[src/include/rml_defines.vh]
// register map, field positions, reset values and constants of the reference monitor
`ifndef RML_DEFINES_VH
`define RML_DEFINES_VH
// ==========================================
// bus geometry (word index = wb_adr_i[6:2])
`define RML_ADR_W 8
`define RML_IDX_W 5
`define RML_IN_STRIDE 8
`define RML_CFG_WORDS 16
// ==========================================
// per-input block, word index inside the block
`define RML_REG_CTRL 3'h0
`define RML_REG_FTHR 3'h1
`define RML_REG_FGATE 3'h2
`define RML_REG_FCFG 3'h3
`define RML_REG_WNOM 3'h4
`define RML_REG_WWIN 3'h5
`define RML_REG_PJIT 3'h6
`define RML_REG_VTIME 3'h7
// ==========================================
// global registers, word index
`define RML_REG_ROUTE 5'h10
`define RML_REG_STATUS 5'h11
`define RML_REG_FLOCK 5'h12
`define RML_REG_PLOCK 5'h13
`define RML_REG_RLOCK 5'h14
`define RML_REG_LCFG 5'h15
`define RML_REG_LSTAT 5'h16
// ==========================================
// field positions
`define RML_CTRL_FREQ_EN 0
`define RML_CTRL_LATE_EN 1
`define RML_CTRL_EARLY_EN 2
`define RML_CTRL_PHV_EN 3
`define RML_CTRL_VTIMER_EN 4
`define RML_LCFG_RES_MODE 4
`define RML_LCFG_DPLL_EN 5
`define RML_ROUTE_PIN1_LSB 8
// ==========================================
// status pin source codes
`define RML_SRC_FREQ 3'h0
`define RML_SRC_WIN 3'h1
`define RML_SRC_PHV 3'h2
`define RML_SRC_QUAL 3'h3
`define RML_SRC_FREQ_LOCK_LOSS_FLAG 3'h4
`define RML_SRC_PHASE_LOCK_LOSS_FLAG 3'h5
`define RML_SRC_RLOFL 3'h6
`define RML_SRC_LOL 3'h7
// ==========================================
// reset values and constants
`define RML_RST_WORD 32'h00000000
`define RML_PPM_FULL 24'hF4240
`define RML_THR_MAX 16'hFFFF
`endif

[src/logic/rml_ref_monitor.v]
// reference input monitors, validation timers and pll lock detectors with wishbone registers
`timescale 1ns/1ps
`include "rml_defines.vh"

module rml_ref_monitor (
   // clock and reset
   input wire clock,
   input wire reset_n,
   // wishbone slave
   input wire wb_cyc_i,
   input wire wb_stb_i,
   input wire wb_we_i,
   input wire [`RML_ADR_W-1:0] wb_adr_i,
   input wire [31:0] wb_dat_i,
   input wire [3:0] wb_sel_i,
   output reg [31:0] wb_dat_o,
   output reg wb_ack_o,
   // reference inputs, asynchronous
   input wire [1:0] ref_clk_in,
   // selection logic
   input wire ref_selected,
   output reg [1:0] ref_qualified,
   // pll error samples
   input wire lock_err_valid,
   input wire [15:0] dpll_freq_err,
   input wire [15:0] dpll_phase_err,
   input wire [15:0] resonator_freq_err,
   // lock and status outputs
   output reg freq_lock_loss_flag,
   output reg phase_lock_loss_flag,
   output reg apll_lock_loss_flag,
   output reg lock_loss_status,
   output reg [1:0] status_pin
);

   // ==========================================
   // functions
   function hyst;
      input cur;
      input [31:0] val;
      input [15:0] lo;
      input [15:0] hi;
      begin
         if (val < {16'h0000, lo})
            hyst = 1'b0;
         else if (val > {16'h0000, hi})
            hyst = 1'b1;
         else
            hyst = cur;
      end
   endfunction

   // larger averaging leaves fewer usable threshold bits
   function [15:0] clamp_thr;
      input [15:0] thr;
      input [2:0] avg;
      reg [15:0] lim;
      begin
         lim = `RML_THR_MAX >> avg;
         clamp_thr = (thr > lim) ? lim : thr;
      end
   endfunction

   function pick;
      input [3:0] code;
      input [1:0] f_freq;
      input [1:0] f_win;
      input [1:0] f_phv;
      input [1:0] f_qual;
      input [3:0] lk;
      begin
         case (code[2:0])
            `RML_SRC_FREQ: pick = f_freq[code[3]];
            `RML_SRC_WIN: pick = f_win[code[3]];
            `RML_SRC_PHV: pick = f_phv[code[3]];
            `RML_SRC_QUAL: pick = f_qual[code[3]];
            `RML_SRC_FREQ_LOCK_LOSS_FLAG: pick = lk[0];
            `RML_SRC_PHASE_LOCK_LOSS_FLAG: pick = lk[1];
            `RML_SRC_RLOFL: pick = lk[2];
            default: pick = lk[3];
         endcase
      end
   endfunction

   // ==========================================
   // register storage
   reg [31:0] cfg [0:`RML_CFG_WORDS-1];
   reg [31:0] route;
   reg [31:0] flock;
   reg [31:0] plock;
   reg [31:0] rlock;
   reg [31:0] lcfg;
   wire [1:0] ref_freq_fault_flag;
   wire [1:0] ref_window_fault_flag;
   wire [1:0] ref_phv_fault_flag;
   wire [1:0] qual_int;
   wire [`RML_IDX_W-1:0] idx = wb_adr_i[6:2];
   wire bus_req = wb_cyc_i & wb_stb_i & ~wb_ack_o;
   wire cfg_hit = ~idx[4];
   wire [31:0] wmask = {{8{wb_sel_i[3]}}, {8{wb_sel_i[2]}}, {8{wb_sel_i[1]}}, {8{wb_sel_i[0]}}};
   reg [31:0] next_dat;
   integer k;

   // ==========================================
   // wishbone slave: ack one cycle after request
   always @(posedge clock or negedge reset_n) begin
      if (!reset_n) begin
         wb_ack_o <= 1'b0;
         wb_dat_o <= `RML_RST_WORD;
         route <= `RML_RST_WORD;
         flock <= `RML_RST_WORD;
         plock <= `RML_RST_WORD;
         rlock <= `RML_RST_WORD;
         lcfg <= `RML_RST_WORD;
         for (k = 0; k < `RML_CFG_WORDS; k = k + 1)
            cfg[k] <= `RML_RST_WORD;
      end else begin
         wb_ack_o <= bus_req;
         wb_dat_o <= bus_req ? next_dat : `RML_RST_WORD;
         if (bus_req && wb_we_i) begin
            if (cfg_hit)
               cfg[idx[3:0]] <= (cfg[idx[3:0]] & ~wmask) | (wb_dat_i & wmask);
            case (idx)
               `RML_REG_ROUTE: route <= (route & ~wmask) | (wb_dat_i & wmask);
               `RML_REG_FLOCK: flock <= (flock & ~wmask) | (wb_dat_i & wmask);
               `RML_REG_PLOCK: plock <= (plock & ~wmask) | (wb_dat_i & wmask);
               `RML_REG_RLOCK: rlock <= (rlock & ~wmask) | (wb_dat_i & wmask);
               `RML_REG_LCFG: lcfg <= (lcfg & ~wmask) | (wb_dat_i & wmask);
               default: ;
            endcase
         end
      end
   end

   always @* begin
      next_dat = `RML_RST_WORD;
      if (cfg_hit)
         next_dat = cfg[idx[3:0]];
      else begin
         case (idx)
            `RML_REG_ROUTE: next_dat = route;
            // status bits of the selected input, window flags of both inputs above them
            `RML_REG_STATUS: next_dat = {22'h000000, ref_window_fault_flag, 3'h0, ref_selected,
               qual_int[ref_selected], ref_phv_fault_flag[ref_selected],
               ref_window_fault_flag[ref_selected], ref_freq_fault_flag[ref_selected]};
            `RML_REG_FLOCK: next_dat = flock;
            `RML_REG_PLOCK: next_dat = plock;
            `RML_REG_RLOCK: next_dat = rlock;
            `RML_REG_LCFG: next_dat = lcfg;
            `RML_REG_LSTAT: next_dat = {28'h0000000, lock_loss_status, apll_lock_loss_flag,
               phase_lock_loss_flag, freq_lock_loss_flag};
            default: next_dat = `RML_RST_WORD;
         endcase
      end
   end

   // ==========================================
   // per-input monitors
   genvar gi;
   generate
      for (gi = 0; gi < 2; gi = gi + 1) begin : g_in
         localparam integer B = gi * `RML_IN_STRIDE;
         reg s1, s2, s3;
         reg [31:0] gcnt;
         reg [23:0] ecnt;
         reg [31:0] fsum;
         reg [7:0] fnum;
         reg fflag;
         reg [31:0] wcnt;
         reg late_f, early_f, phv_f;
         reg [31:0] vcnt;
         reg qual;
         wire [31:0] ctrl = cfg[B + `RML_REG_CTRL];
         wire [31:0] fthr = cfg[B + `RML_REG_FTHR];
         wire [31:0] fgate = cfg[B + `RML_REG_FGATE];
         wire [3:0] acc = cfg[B + `RML_REG_FCFG][3:0];
         wire [2:0] avg = cfg[B + `RML_REG_FCFG][6:4];
         wire [31:0] wnom = cfg[B + `RML_REG_WNOM];
         wire [31:0] wwin = cfg[B + `RML_REG_WWIN];
         wire [31:0] pjit = cfg[B + `RML_REG_PJIT];
         wire [31:0] vtime = cfg[B + `RML_REG_VTIME];
         wire edge_seen = s2 & ~s3;
         // phase valid excludes the ppm detector
         wire phv_en = ctrl[`RML_CTRL_PHV_EN];
         wire freq_en = ctrl[`RML_CTRL_FREQ_EN] & ~phv_en;
         wire late_en = ctrl[`RML_CTRL_LATE_EN];
         wire early_en = ctrl[`RML_CTRL_EARLY_EN] & late_en;
         // nominal edge count per gate, one count = 2^acc ppm
         wire [23:0] nom = `RML_PPM_FULL >> acc;
         wire [23:0] ecnt_now = ecnt + {23'h000000, edge_seen};
         wire [23:0] err = (ecnt_now > nom) ? ecnt_now - nom : nom - ecnt_now;
         wire [23:0] err_ppm = err << acc;
         wire [31:0] fsum_now = fsum + {8'h00, err_ppm};
         wire gate_end = (gcnt >= fgate);
         wire avg_end = (fnum == ((8'h01 << avg) - 8'h01));
         wire [31:0] late_lim = wnom + {16'h0000, wwin[15:0]};
         wire [31:0] early_lim = wnom - {16'h0000, wwin[31:16]};
         wire [31:0] phv_hi = wnom + pjit;
         wire [31:0] phv_lo = wnom - pjit;
         wire any_flag = fflag | late_f | early_f | phv_f;

         // pin sampled by two flip-flops before use
         always @(posedge clock or negedge reset_n) begin
            if (!reset_n) begin
               s1 <= 1'b0;
               s2 <= 1'b0;
               s3 <= 1'b0;
            end else begin
               s1 <= ref_clk_in[gi];
               s2 <= s1;
               s3 <= s2;
            end
         end

         // count edges over a gate timed by the oscillator clock
         always @(posedge clock or negedge reset_n) begin
            if (!reset_n) begin
               gcnt <= 32'h00000000;
               ecnt <= 24'h000000;
               fsum <= 32'h00000000;
               fnum <= 8'h00;
               fflag <= 1'b0;
            end else if (!freq_en) begin
               gcnt <= 32'h00000000;
               ecnt <= 24'h000000;
               fsum <= 32'h00000000;
               fnum <= 8'h00;
               fflag <= 1'b0;
            end else if (gate_end) begin
               gcnt <= 32'h00000000;
               ecnt <= 24'h000000;
               // flag moves only after 2^avg gates
               if (avg_end) begin
                  fsum <= 32'h00000000;
                  fnum <= 8'h00;
                  // clear below valid, set above invalid
                  fflag <= hyst(fflag, fsum_now >> avg, clamp_thr(fthr[15:0], avg),
                     clamp_thr(fthr[31:16], avg));
               end else begin
                  fsum <= fsum_now;
                  fnum <= fnum + 8'h01;
               end
            end else begin
               gcnt <= gcnt + 32'h00000001;
               ecnt <= ecnt_now;
            end
         end

         // shared interval counter for window and phase valid checks
         always @(posedge clock or negedge reset_n) begin
            if (!reset_n) begin
               wcnt <= 32'h00000000;
               late_f <= 1'b0;
               early_f <= 1'b0;
               phv_f <= 1'b0;
            end else begin
               if (edge_seen)
                  wcnt <= 32'h00000000;
               else if (wcnt != 32'hFFFFFFFF)
                  wcnt <= wcnt + 32'h00000001;
               // pulse in time clears, deadline passed sets
               if (!late_en)
                  late_f <= 1'b0;
               else if (edge_seen)
                  late_f <= 1'b0;
               else if (wcnt >= late_lim)
                  late_f <= 1'b1;
               // early pulse sets at once, later pulse clears
               if (!early_en)
                  early_f <= 1'b0;
               else if (edge_seen)
                  early_f <= (wcnt < early_lim);
               if (!phv_en)
                  phv_f <= 1'b0;
               else if (edge_seen)
                  // too short an interval is a phase valid violation
                  phv_f <= (wcnt < phv_lo) | (wcnt > phv_hi);
               else if (wcnt > phv_hi)
                  phv_f <= 1'b1;
            end
         end

         always @(posedge clock or negedge reset_n) begin
            if (!reset_n) begin
               vcnt <= 32'h00000000;
               qual <= 1'b0;
            end else if (any_flag) begin
               // drop at once and restart timer
               vcnt <= 32'h00000000;
               qual <= 1'b0;
            end else if (!ctrl[`RML_CTRL_VTIMER_EN]) begin
               qual <= 1'b1;
            end else if (vcnt >= vtime) begin
               qual <= 1'b1;
            end else begin
               vcnt <= vcnt + 32'h00000001;
            end
         end

         assign ref_freq_fault_flag[gi] = fflag;
         // late and early ORed into one window flag
         assign ref_window_fault_flag[gi] = late_f | early_f;
         assign ref_phv_fault_flag[gi] = phv_f;
         assign qual_int[gi] = qual;
      end
   endgenerate

   // ==========================================
   // pll lock detectors
   wire [2:0] lavg = lcfg[2:0];
   wire res_mode = lcfg[`RML_LCFG_RES_MODE];
   wire dpll_en = lcfg[`RML_LCFG_DPLL_EN];
   reg [31:0] dsum;
   reg [31:0] rsum;
   reg [7:0] lnum;
   wire [31:0] dsum_now = dsum + {16'h0000, dpll_freq_err};
   wire [31:0] rsum_now = rsum + {16'h0000, resonator_freq_err};
   wire lavg_end = (lnum == ((8'h01 << lavg) - 8'h01));

   always @(posedge clock or negedge reset_n) begin
      if (!reset_n) begin
         dsum <= 32'h00000000;
         rsum <= 32'h00000000;
         lnum <= 8'h00;
         freq_lock_loss_flag <= 1'b1;
         phase_lock_loss_flag <= 1'b1;
         apll_lock_loss_flag <= 1'b1;
      end else begin
         // resonator mode leaves the dpll with phase lock only
         if (res_mode)
            freq_lock_loss_flag <= 1'b0;
         if (!res_mode)
            apll_lock_loss_flag <= 1'b0;
         else if (!dpll_en)
            apll_lock_loss_flag <= 1'b1;
         if (!dpll_en) begin
            phase_lock_loss_flag <= 1'b1;
            if (!res_mode)
               freq_lock_loss_flag <= 1'b1;
         end
         if (lock_err_valid && dpll_en) begin
            phase_lock_loss_flag <= hyst(phase_lock_loss_flag, {16'h0000, dpll_phase_err},
               plock[15:0], plock[31:16]);
            if (lavg_end) begin
               dsum <= 32'h00000000;
               rsum <= 32'h00000000;
               lnum <= 8'h00;
               if (!res_mode)
                  freq_lock_loss_flag <= hyst(freq_lock_loss_flag, dsum_now >> lavg,
                     clamp_thr(flock[15:0], lavg), clamp_thr(flock[31:16], lavg));
               else
                  apll_lock_loss_flag <= hyst(apll_lock_loss_flag, rsum_now >> lavg,
                     clamp_thr(rlock[15:0], lavg), clamp_thr(rlock[31:16], lavg));
            end else begin
               dsum <= dsum_now;
               rsum <= rsum_now;
               lnum <= lnum + 8'h01;
            end
         end
      end
   end

   // ==========================================
   // registered outputs
   always @(posedge clock or negedge reset_n) begin
      if (!reset_n) begin
         ref_qualified <= 2'b00;
         lock_loss_status <= 1'b1;
         status_pin <= 2'b00;
      end else begin
         ref_qualified <= qual_int;
         lock_loss_status <= freq_lock_loss_flag | phase_lock_loss_flag | apll_lock_loss_flag;
         // any input's flag routable to a pin
         status_pin[0] <= pick(route[3:0], ref_freq_fault_flag, ref_window_fault_flag,
            ref_phv_fault_flag, qual_int, {lock_loss_status, apll_lock_loss_flag,
            phase_lock_loss_flag, freq_lock_loss_flag});
         status_pin[1] <= pick(route[`RML_ROUTE_PIN1_LSB+3:`RML_ROUTE_PIN1_LSB], ref_freq_fault_flag,
            ref_window_fault_flag, ref_phv_fault_flag, qual_int, {lock_loss_status,
            apll_lock_loss_flag, phase_lock_loss_flag, freq_lock_loss_flag});
      end
   end

endmodule

[config.mk]
export PLATFORM = sky130hd
export DESIGN_NAME = rml_ref_monitor
export DESIGN_NICKNAME = d
export VERILOG_FILES = /design/src/logic/rml_ref_monitor.v
export VERILOG_INCLUDE_DIRS = /design/src /design/src/include
export SDC_FILE = /design/constraint.sdc
export NUM_CORES = 2
export LEC_CHECK = 0
export BUFFER_PORTS_ARGS = -buffer_cell sky130_fd_sc_hd__buf_2
export CELL_PAD_IN_SITES_DETAIL_PLACEMENT = 2
export CELL_PAD_IN_SITES_GLOBAL_PLACEMENT = 2
export CORE_MARGIN = 5
export CORE_UTILIZATION = 41
export DETAILED_ROUTE_END_ITERATION = 8
export PLACE_DENSITY_LB_ADDON = 0.1
export SLEW_MARGIN = 20
export SYNTH_ARGS = -nofsm -noshare
export SYNTH_HDL_FRONTEND = slang
export SYNTH_SLANG_ARGS = --single-unit
export TNS_END_PERCENT = 50
[constraint.sdc]
create_clock -name clock -period 12.3 [get_ports clock]
set_input_delay 0.615 -clock clock [delete_from_list [all_inputs] [get_ports clock]]
set_output_delay 0.615 -clock clock [all_outputs]
set_load 0.03 [all_outputs]
* After elaboration in Yosys (flattened, before gate mapping)
Index checks and enable logic that the tools add are counted.
W data, S select, Z words.
** Storage, ports and cells
- Bits in registers :: 1121
- Logic and storage cells :: 375
- Output and inout port bits :: 41
- Bits of input ports :: 101
** Operators by class
- Reductions and logical operators :: 20
- Bitwise logic cells :: 41
- Magnitude comparators :: 37
- Mux-type cells :: 129
- Eq/ne operators :: 44
- Shifts and indexed selects :: 14
- Add/sub/neg operators :: 30
** Operators by type and width (number)
- $mux W32 :: 27
- $bwmux W512 :: 1
- $and A32 B32 Y32 :: 7
- $pmux W32 S7 :: 1
- $add A32 B1 Y32 const B :: 6
- $ge A32 B32 Y1 :: 6
- $or A32 B32 Y32 :: 6
- $gt A16 B16 Y1 :: 9
- $mux W24 :: 6
- $add A32 B16 Y32 :: 4
- $bmux W32 S4 :: 1
- $demux W32 S4 :: 1
- $gt A32 B16 Y1 :: 4
- $lt A32 B16 Y1 :: 4
- $lt A32 B32 Y1 :: 4
- $mux W16 :: 8
- $shr A32 B3 Y32 :: 4
- $sub A24 B24 Y24 :: 4
- $mux W1 :: 75
- $add A32 B24 Y32 :: 2
- $add A32 B32 Y32 :: 2
- $gt A32 B32 Y1 :: 2
- $ne A32 B32 Y1 const B :: 2
- $sub A32 B16 Y32 :: 2
- other kinds (34) :: 127

* Logic depth before layout (Yosys ltp)
- Word-level depth :: 14
- Mapped depth :: 52
- Mapped depth without buffers :: 46

* Worst setup path before layout
No wires, ideal clock.
- Kind :: register -> register
- From :: register g_in[0].s3
- To :: register g_in[0].fflag
- Path slack :: 2.699 ns
- Cell stages (with the launch flop) :: 49
- Arrival :: 9.481 ns
- Path buffers :: 5
- Clock period less this slack :: 9.601 ns
- Data required time :: 12.180 ns
- Setup time :: 0.120 ns
- Cells stage by stage :: dfrtp_1 nand2b_1 clkinv_1 clkbuf_1 ha_1 nand2_1 or2_1 buf_6 nor3_1 nand3_1 xor2_1 inv_1 ha_1 buf_6 a21o_1 a21o_1 a221oi_2 a31oi_1 (+13 left out) nand3_1 a31o_2 or2_2 mux4_2 mux2i_1 ha_1 a21oi_1 o21ai_0 o21bai_1 a21oi_1 nand2_1 o31a_1 and4_1 a311oi_1 o21ai_0 a21oi_1 a211o_1 a21oi_1
** Between the ends
- Cells in the longest elaborated chain, start to end :: 13
- Elaborated cells between the ends (all ways) :: 18
- Those cells by class :: add/sub: 4; order compare: 3; eq/ne: 1; shift: 2; mux: 5; bitwise: 2; reduce/logical: 1
** RTL lines
- start, declared :: RTL line rml_ref_monitor.v:163 : reg s1, s2, s3;
- start signal, assigned :: RTL line rml_ref_monitor.v:207 : s3 <= 1'b0;
- start signal, assigned :: RTL line rml_ref_monitor.v:211 : s3 <= s2;
- $not A1 Y1 * :: RTL line rml_ref_monitor.v:182 : wire edge_seen = s2 & ~s3;
- $and A1 B1 Y1 * :: RTL line rml_ref_monitor.v:182
- $add A24 B1 Y24 * :: RTL line rml_ref_monitor.v:190 : wire [23:0] ecnt_now = ecnt + {23'h000000, edge_seen};
- $sub A24 B24 Y24 / $gt A24 B24 Y1 (equally long branches) :: RTL line rml_ref_monitor.v:191 : wire [23:0] err = (ecnt_now > nom) ? ecnt_now - nom : nom - ecnt_now;
- $mux W24 * :: RTL line rml_ref_monitor.v:191
- $shl A24 B4 Y24 * :: RTL line rml_ref_monitor.v:192 : wire [23:0] err_ppm = err << acc;
- $add A32 B24 Y32 * :: RTL line rml_ref_monitor.v:193 : wire [31:0] fsum_now = fsum + {8'h00, err_ppm};
- $shr A32 B3 Y32 * :: RTL line rml_ref_monitor.v:237 : fflag <= hyst(fflag, fsum_now >> avg, clamp_thr(fthr[15:0], avg),
- $lt A32 B16 Y1 :: RTL line rml_ref_monitor.v:44 : if (val < {16'h0000, lo})
- $mux W1 :: RTL line rml_ref_monitor.v:44
- $mux W1 :: RTL line rml_ref_monitor.v:233 : if (avg_end) begin
- $mux W1 :: RTL line rml_ref_monitor.v:229 : end else if (gate_end) begin
- $mux W1 :: RTL line rml_ref_monitor.v:223 : end else if (!freq_en) begin
- end signal, assigned :: RTL line rml_ref_monitor.v:237
- end, declared :: RTL line rml_ref_monitor.v:168 : reg fflag;
Mark *: on every way between the ends. The rest lies on a longest branch, timed or not. The select of a mux whose other input is x is not followed.
A chain may end at the register's enable or synchronous reset.

* Worst setup path after layout
- From :: register g_in[1].s3
- To :: register g_in[1].fflag
** Between the ends
- Cells in the longest elaborated chain, start to end :: 13
- Elaborated cells between the ends (all ways) :: 18
- Those cells by class :: add/sub: 4; order compare: 3; eq/ne: 1; shift: 2; mux: 5; bitwise: 2; reduce/logical: 1
** RTL lines (RTL line)
- start, declared :: rml_ref_monitor.v:163
- start signal, assigned :: rml_ref_monitor.v:207
- start signal, assigned :: rml_ref_monitor.v:211
- $not A1 Y1 * :: rml_ref_monitor.v:182
- $and A1 B1 Y1 * :: rml_ref_monitor.v:182
- $add A24 B1 Y24 * :: rml_ref_monitor.v:190
- $sub A24 B24 Y24 / $gt A24 B24 Y1 (equally long branches) :: rml_ref_monitor.v:191
- $mux W24 * :: rml_ref_monitor.v:191
- $shl A24 B4 Y24 * :: rml_ref_monitor.v:192
- $add A32 B24 Y32 * :: rml_ref_monitor.v:193
- $shr A32 B3 Y32 * :: rml_ref_monitor.v:237
- $lt A32 B16 Y1 :: rml_ref_monitor.v:44
- $mux W1 :: rml_ref_monitor.v:44
- $mux W1 :: rml_ref_monitor.v:233
- $mux W1 :: rml_ref_monitor.v:229
- $mux W1 :: rml_ref_monitor.v:223
- end signal, assigned :: rml_ref_monitor.v:237
- end, declared :: rml_ref_monitor.v:168
Marks and branches as above.

==> flow_metrics.env <==
export IMPL_outcome="completed"
export IMPL_avgSynthCellArea_um2=8.88
export IMPL_synth_main_ff_cell="dfrtp_1"
export IMPL_utilization_pct=45.1
export IMPL_crit_type="flip-flop to flip-flop"
export IMPL_final_hold_violation_count=0
export IMPL_routed_wl_mm=366
export IMPL_worstRegToRegCells=37
export IMPL_clk_insertion_delay_late_ns=0.80
export IMPL_syn_inst=10100
export IMPL_row_count=171
export IMPL_cp_start_kind="flip-flop"
export IMPL_syn_nets=11100
export IMPL_die_width_um=477
export IMPL_slowest_stage="nor3b_1"
export IMPL_die_area_um2=227000
export IMPL_synthDistinctLibCells=113
export IMPL_clock_sinks=1121
export IMPL_critPathTopFamily="simple AND/OR/NAND/NOR gates"
export IMPL_nets=11000
export IMPL_vias_per_cell=6.19
export IMPL_final_setup_tns_ns=0
export IMPL_ys_warnings_count=0
export IMPL_peakVddDrop_mv=0.145
export IMPL_hold_depth=2
export IMPL_stdcell_count=12900
export IMPL_numCtsBuffers=142
export IMPL_crit_end="g_in[1].fflag"
export IMPL_fmax_ghz=0.0889
export IMPL_vias=80000
export IMPL_die_h_um=477
export IMPL_start_util_pct=41.2
export IMPL_hold_slack_ns=0.188
export IMPL_crit_buf_inv=3
export IMPL_area_delta_synth_final_pct=9.61
export IMPL_finalSetupViolCount=0
export IMPL_pre_cts_ws_ns=0.910
export IMPL_fillers=23500
export IMPL_r2r_start="g_in[1].s3"
export IMPL_ios=142
export IMPL_post_cts_buffers=0
export IMPL_synth_seq_area_share_pct=31.4
export IMPL_tightest_slew_ns=1.18
export IMPL_grt_pass1_wl_mm=555
export IMPL_fin_skew_ns=0.0332
export IMPL_cts_max_path_buffers=3
export IMPL_startpoint="g_in[1].s3"
export IMPL_max_cap_viol_count=0
export IMPL_period_needed_ns=11.25
export IMPL_drt_iter0_drc=4668
export IMPL_grt_pass1_vias=87500
export IMPL_cp_max_fo=14
export IMPL_finalPower_mw=14.7
export IMPL_cp_required_ns=13.02
export IMPL_antenna_found_initial=26
export IMPL_arrival_ns=11.97
export IMPL_ys_seq_elements=1121
export IMPL_fin_ws_ns=1.05
export IMPL_rsz0062_at_grt="no"
export IMPL_critPathCaptureType="flip-flop"
export IMPL_r2r_end="g_in[1].fflag"
export IMPL_synth_async_sr_flop_share_pct=100
export IMPL_clkTransAtPathRegs_ns=0.06
export IMPL_dp_cells=12700
export IMPL_synth_edf_count=0
export IMPL_root_buffer="clkbuf_16"
export IMPL_grtUsageTotal_pct=31.3
export IMPL_dp_final_hpwl_mm=278
export IMPL_cts_tree="done"
export IMPL_drtPass1Iterations=6
export IMPL_worst_path_most_repeated_cell="ha_1"
export IMPL_core_area_um2=217000
export IMPL_p_per_area_nw_per_um2=150
export IMPL_stdcell_area_um2=97900
export IMPL_placed_cell_area_um2=92900
export IMPL_worst_path_stages=37
export IMPL_overflow=0
export IMPL_fin_crit_sh_pct=91.5
export IMPL_syn_area_um2=89300
export IMPL_port_buffers=138
export IMPL_slew_viol_final=0
export IMPL_r2r_setup_slack_ns=1.05
export IMPL_drcViolationCount=0
export IMPL_place_congestion=0.909
export IMPL_grt_max_degree=169
export IMPL_min_from="wb_dat_i[23]"
export IMPL_post_drt_wl_per_cell_um=28.3
export IMPL_layout_drive_gt1_share_pct=10.4
export IMPL_p_leak_nw=45.3
export IMPL_holdCritPathClass="input port to flip-flop"
export IMPL_slew_limit_headroom_pct=19.8
export IMPL_postRouteAntennaNets=0
export IMPL_cpPeakStageDelay_ns=0.67
export IMPL_htreeDepth=4
[cell type report]
cell class / count / area [um2] / share of cell area [%]
clock buffers: 207 / 4170 / 4.26
clock inverters: 46 / 668 / 0.683
repair buffers: 268 / 1800 / 1.84
inverters: 553 / 2080 / 2.12
multi-input cells: 7864 / 57500 / 58.8
well taps: 2854 / 3570 / 3.65
flip-flops and latches: 1121 / 28100 / 28.7
diodes: 14 / 35.0 / 0.0358
[power breakdown]
| group | leakage, nW | internal (mW) | total [mW] | switching [mW] |
|---|---|---|---|---|
| combinational | 27.5 | 2.37 | 6.14 | 3.77 |
| clock | 2.37 | 2.61 | 4.44 | 1.83 |
| sequential | 15.4 | 3.87 | 4.14 | 0.272 |
| total | 45.3 | 8.86 | 14.7 | 5.87 |
[metal layers]
layer  track usage [%]  vias to the layer above  part of all wire, %
met2              53.6                     1641                   48
met5                 0                        -                0.023
li1                  -                    36000                    -
met4              13.5                       12                  5.0
met1              39.0                    41700                   42
met3              4.94                      655                  4.8
[how the worst min path moves through the flow]
stage,endpoint,slack [ns]
2_1_floorplan,async pin,0.32
3_3_place_gp,g_in[0].s2,0.35
3_5_place_dp,g_in[0].s2,0.34
4_1_cts,flip-flop,0.13
5_1_grt,flip-flop,0.16
6_report,flip-flop,0.19
[kinds of logic (layout without fill, tap and decap cells)]
| kind of cell | after synthesis | in the layout | share of synthesized area [%] |
|---|---|---|---|
| other cells | 0 | 14 | 0 |
| flops | 1121 | 1121 | 31.4 |
| xor+xnor | 565 | 565 | 5.55 |
| simple gates | 3079 | 3079 | 16.3 |
| compound gates | 2616 | 2616 | 18.5 |
| fa+ha+maj | 975 | 975 | 13.8 |
| mux | 629 | 629 | 9.90 |
| buf+inv | 1070 | 1074 | 4.62 |
[synthesized netlist by cell type (28+ instances only)]
| library cell | count | share of area (%) |
|---|---|---|
| or2_2 | 35 | 0.25 |
| nor2b_1 | 121 | 0.85 |
| buf_1 | 46 | 0.19 |
| and2_1 | 52 | 0.36 |
| inv_1 | 542 | 2.3 |
| a22oi_1 | 40 | 0.34 |
| a31oi_1 | 93 | 0.65 |
| a21o_1 | 242 | 2.0 |
| or4_1 | 29 | 0.24 |
| nand2_1 | 1011 | 4.2 |
| mux4_2 | 182 | 4.6 |
| nand2b_1 | 146 | 1.0 |
| a211o_1 | 31 | 0.30 |
| a211oi_1 | 80 | 0.67 |
| o21ai_0 | 798 | 4.5 |
| dfrtp_1 | 1117 | 31 |
| nor4_1 | 43 | 0.30 |
| nand4_1 | 177 | 1.2 |
| o21bai_1 | 66 | 0.55 |
| ha_1 | 957 | 13 |
| and3_1 | 132 | 0.92 |
| clkbuf_1 | 435 | 1.8 |
| o211ai_1 | 59 | 0.50 |
| o21a_1 | 102 | 0.86 |
| a21oi_1 | 638 | 3.6 |
| nor3_1 | 155 | 0.87 |
| mux2i_1 | 239 | 2.7 |
| or3_1 | 69 | 0.48 |
| o31ai_1 | 120 | 1.0 |
| mux2_2 | 206 | 2.6 |
| xnor2_1 | 325 | 3.2 |
| xor2_1 | 239 | 2.3 |
| nand3_1 | 207 | 1.2 |
| nor2_1 | 820 | 3.4 |
| a222oi_1 | 34 | 0.38 |
| o41ai_1 | 28 | 0.27 |
[cells in the final DEF, fill, tap and decap left out, drive strengths merged, types with 66 or more instances in the layout]
master and n:
or3 70, nand2b 146, nor3 158, a21oi 640, clkbuf 207, buf 265, a211oi 81, and3 132
mux2 208, o21ai 810, nand4 179, o21bai 66, mux4 182, nand3 210, inv 550, dfrtp 1117
nor2 822, nor2b 121, o31ai 121, mux2i 239, xor2 240, a21o 242, o21a 102, nand2 1012
xnor2 325, ha 957, a31oi 93
[what timing repair did]
item,in CTS,in global routing
gates resized for setup,0,1
hold buffers,3,0
setup endpoints to repair,0,1
endpoints found under the hold margin,125,0
Note: power is estimated with default switching activity, not from simulation.
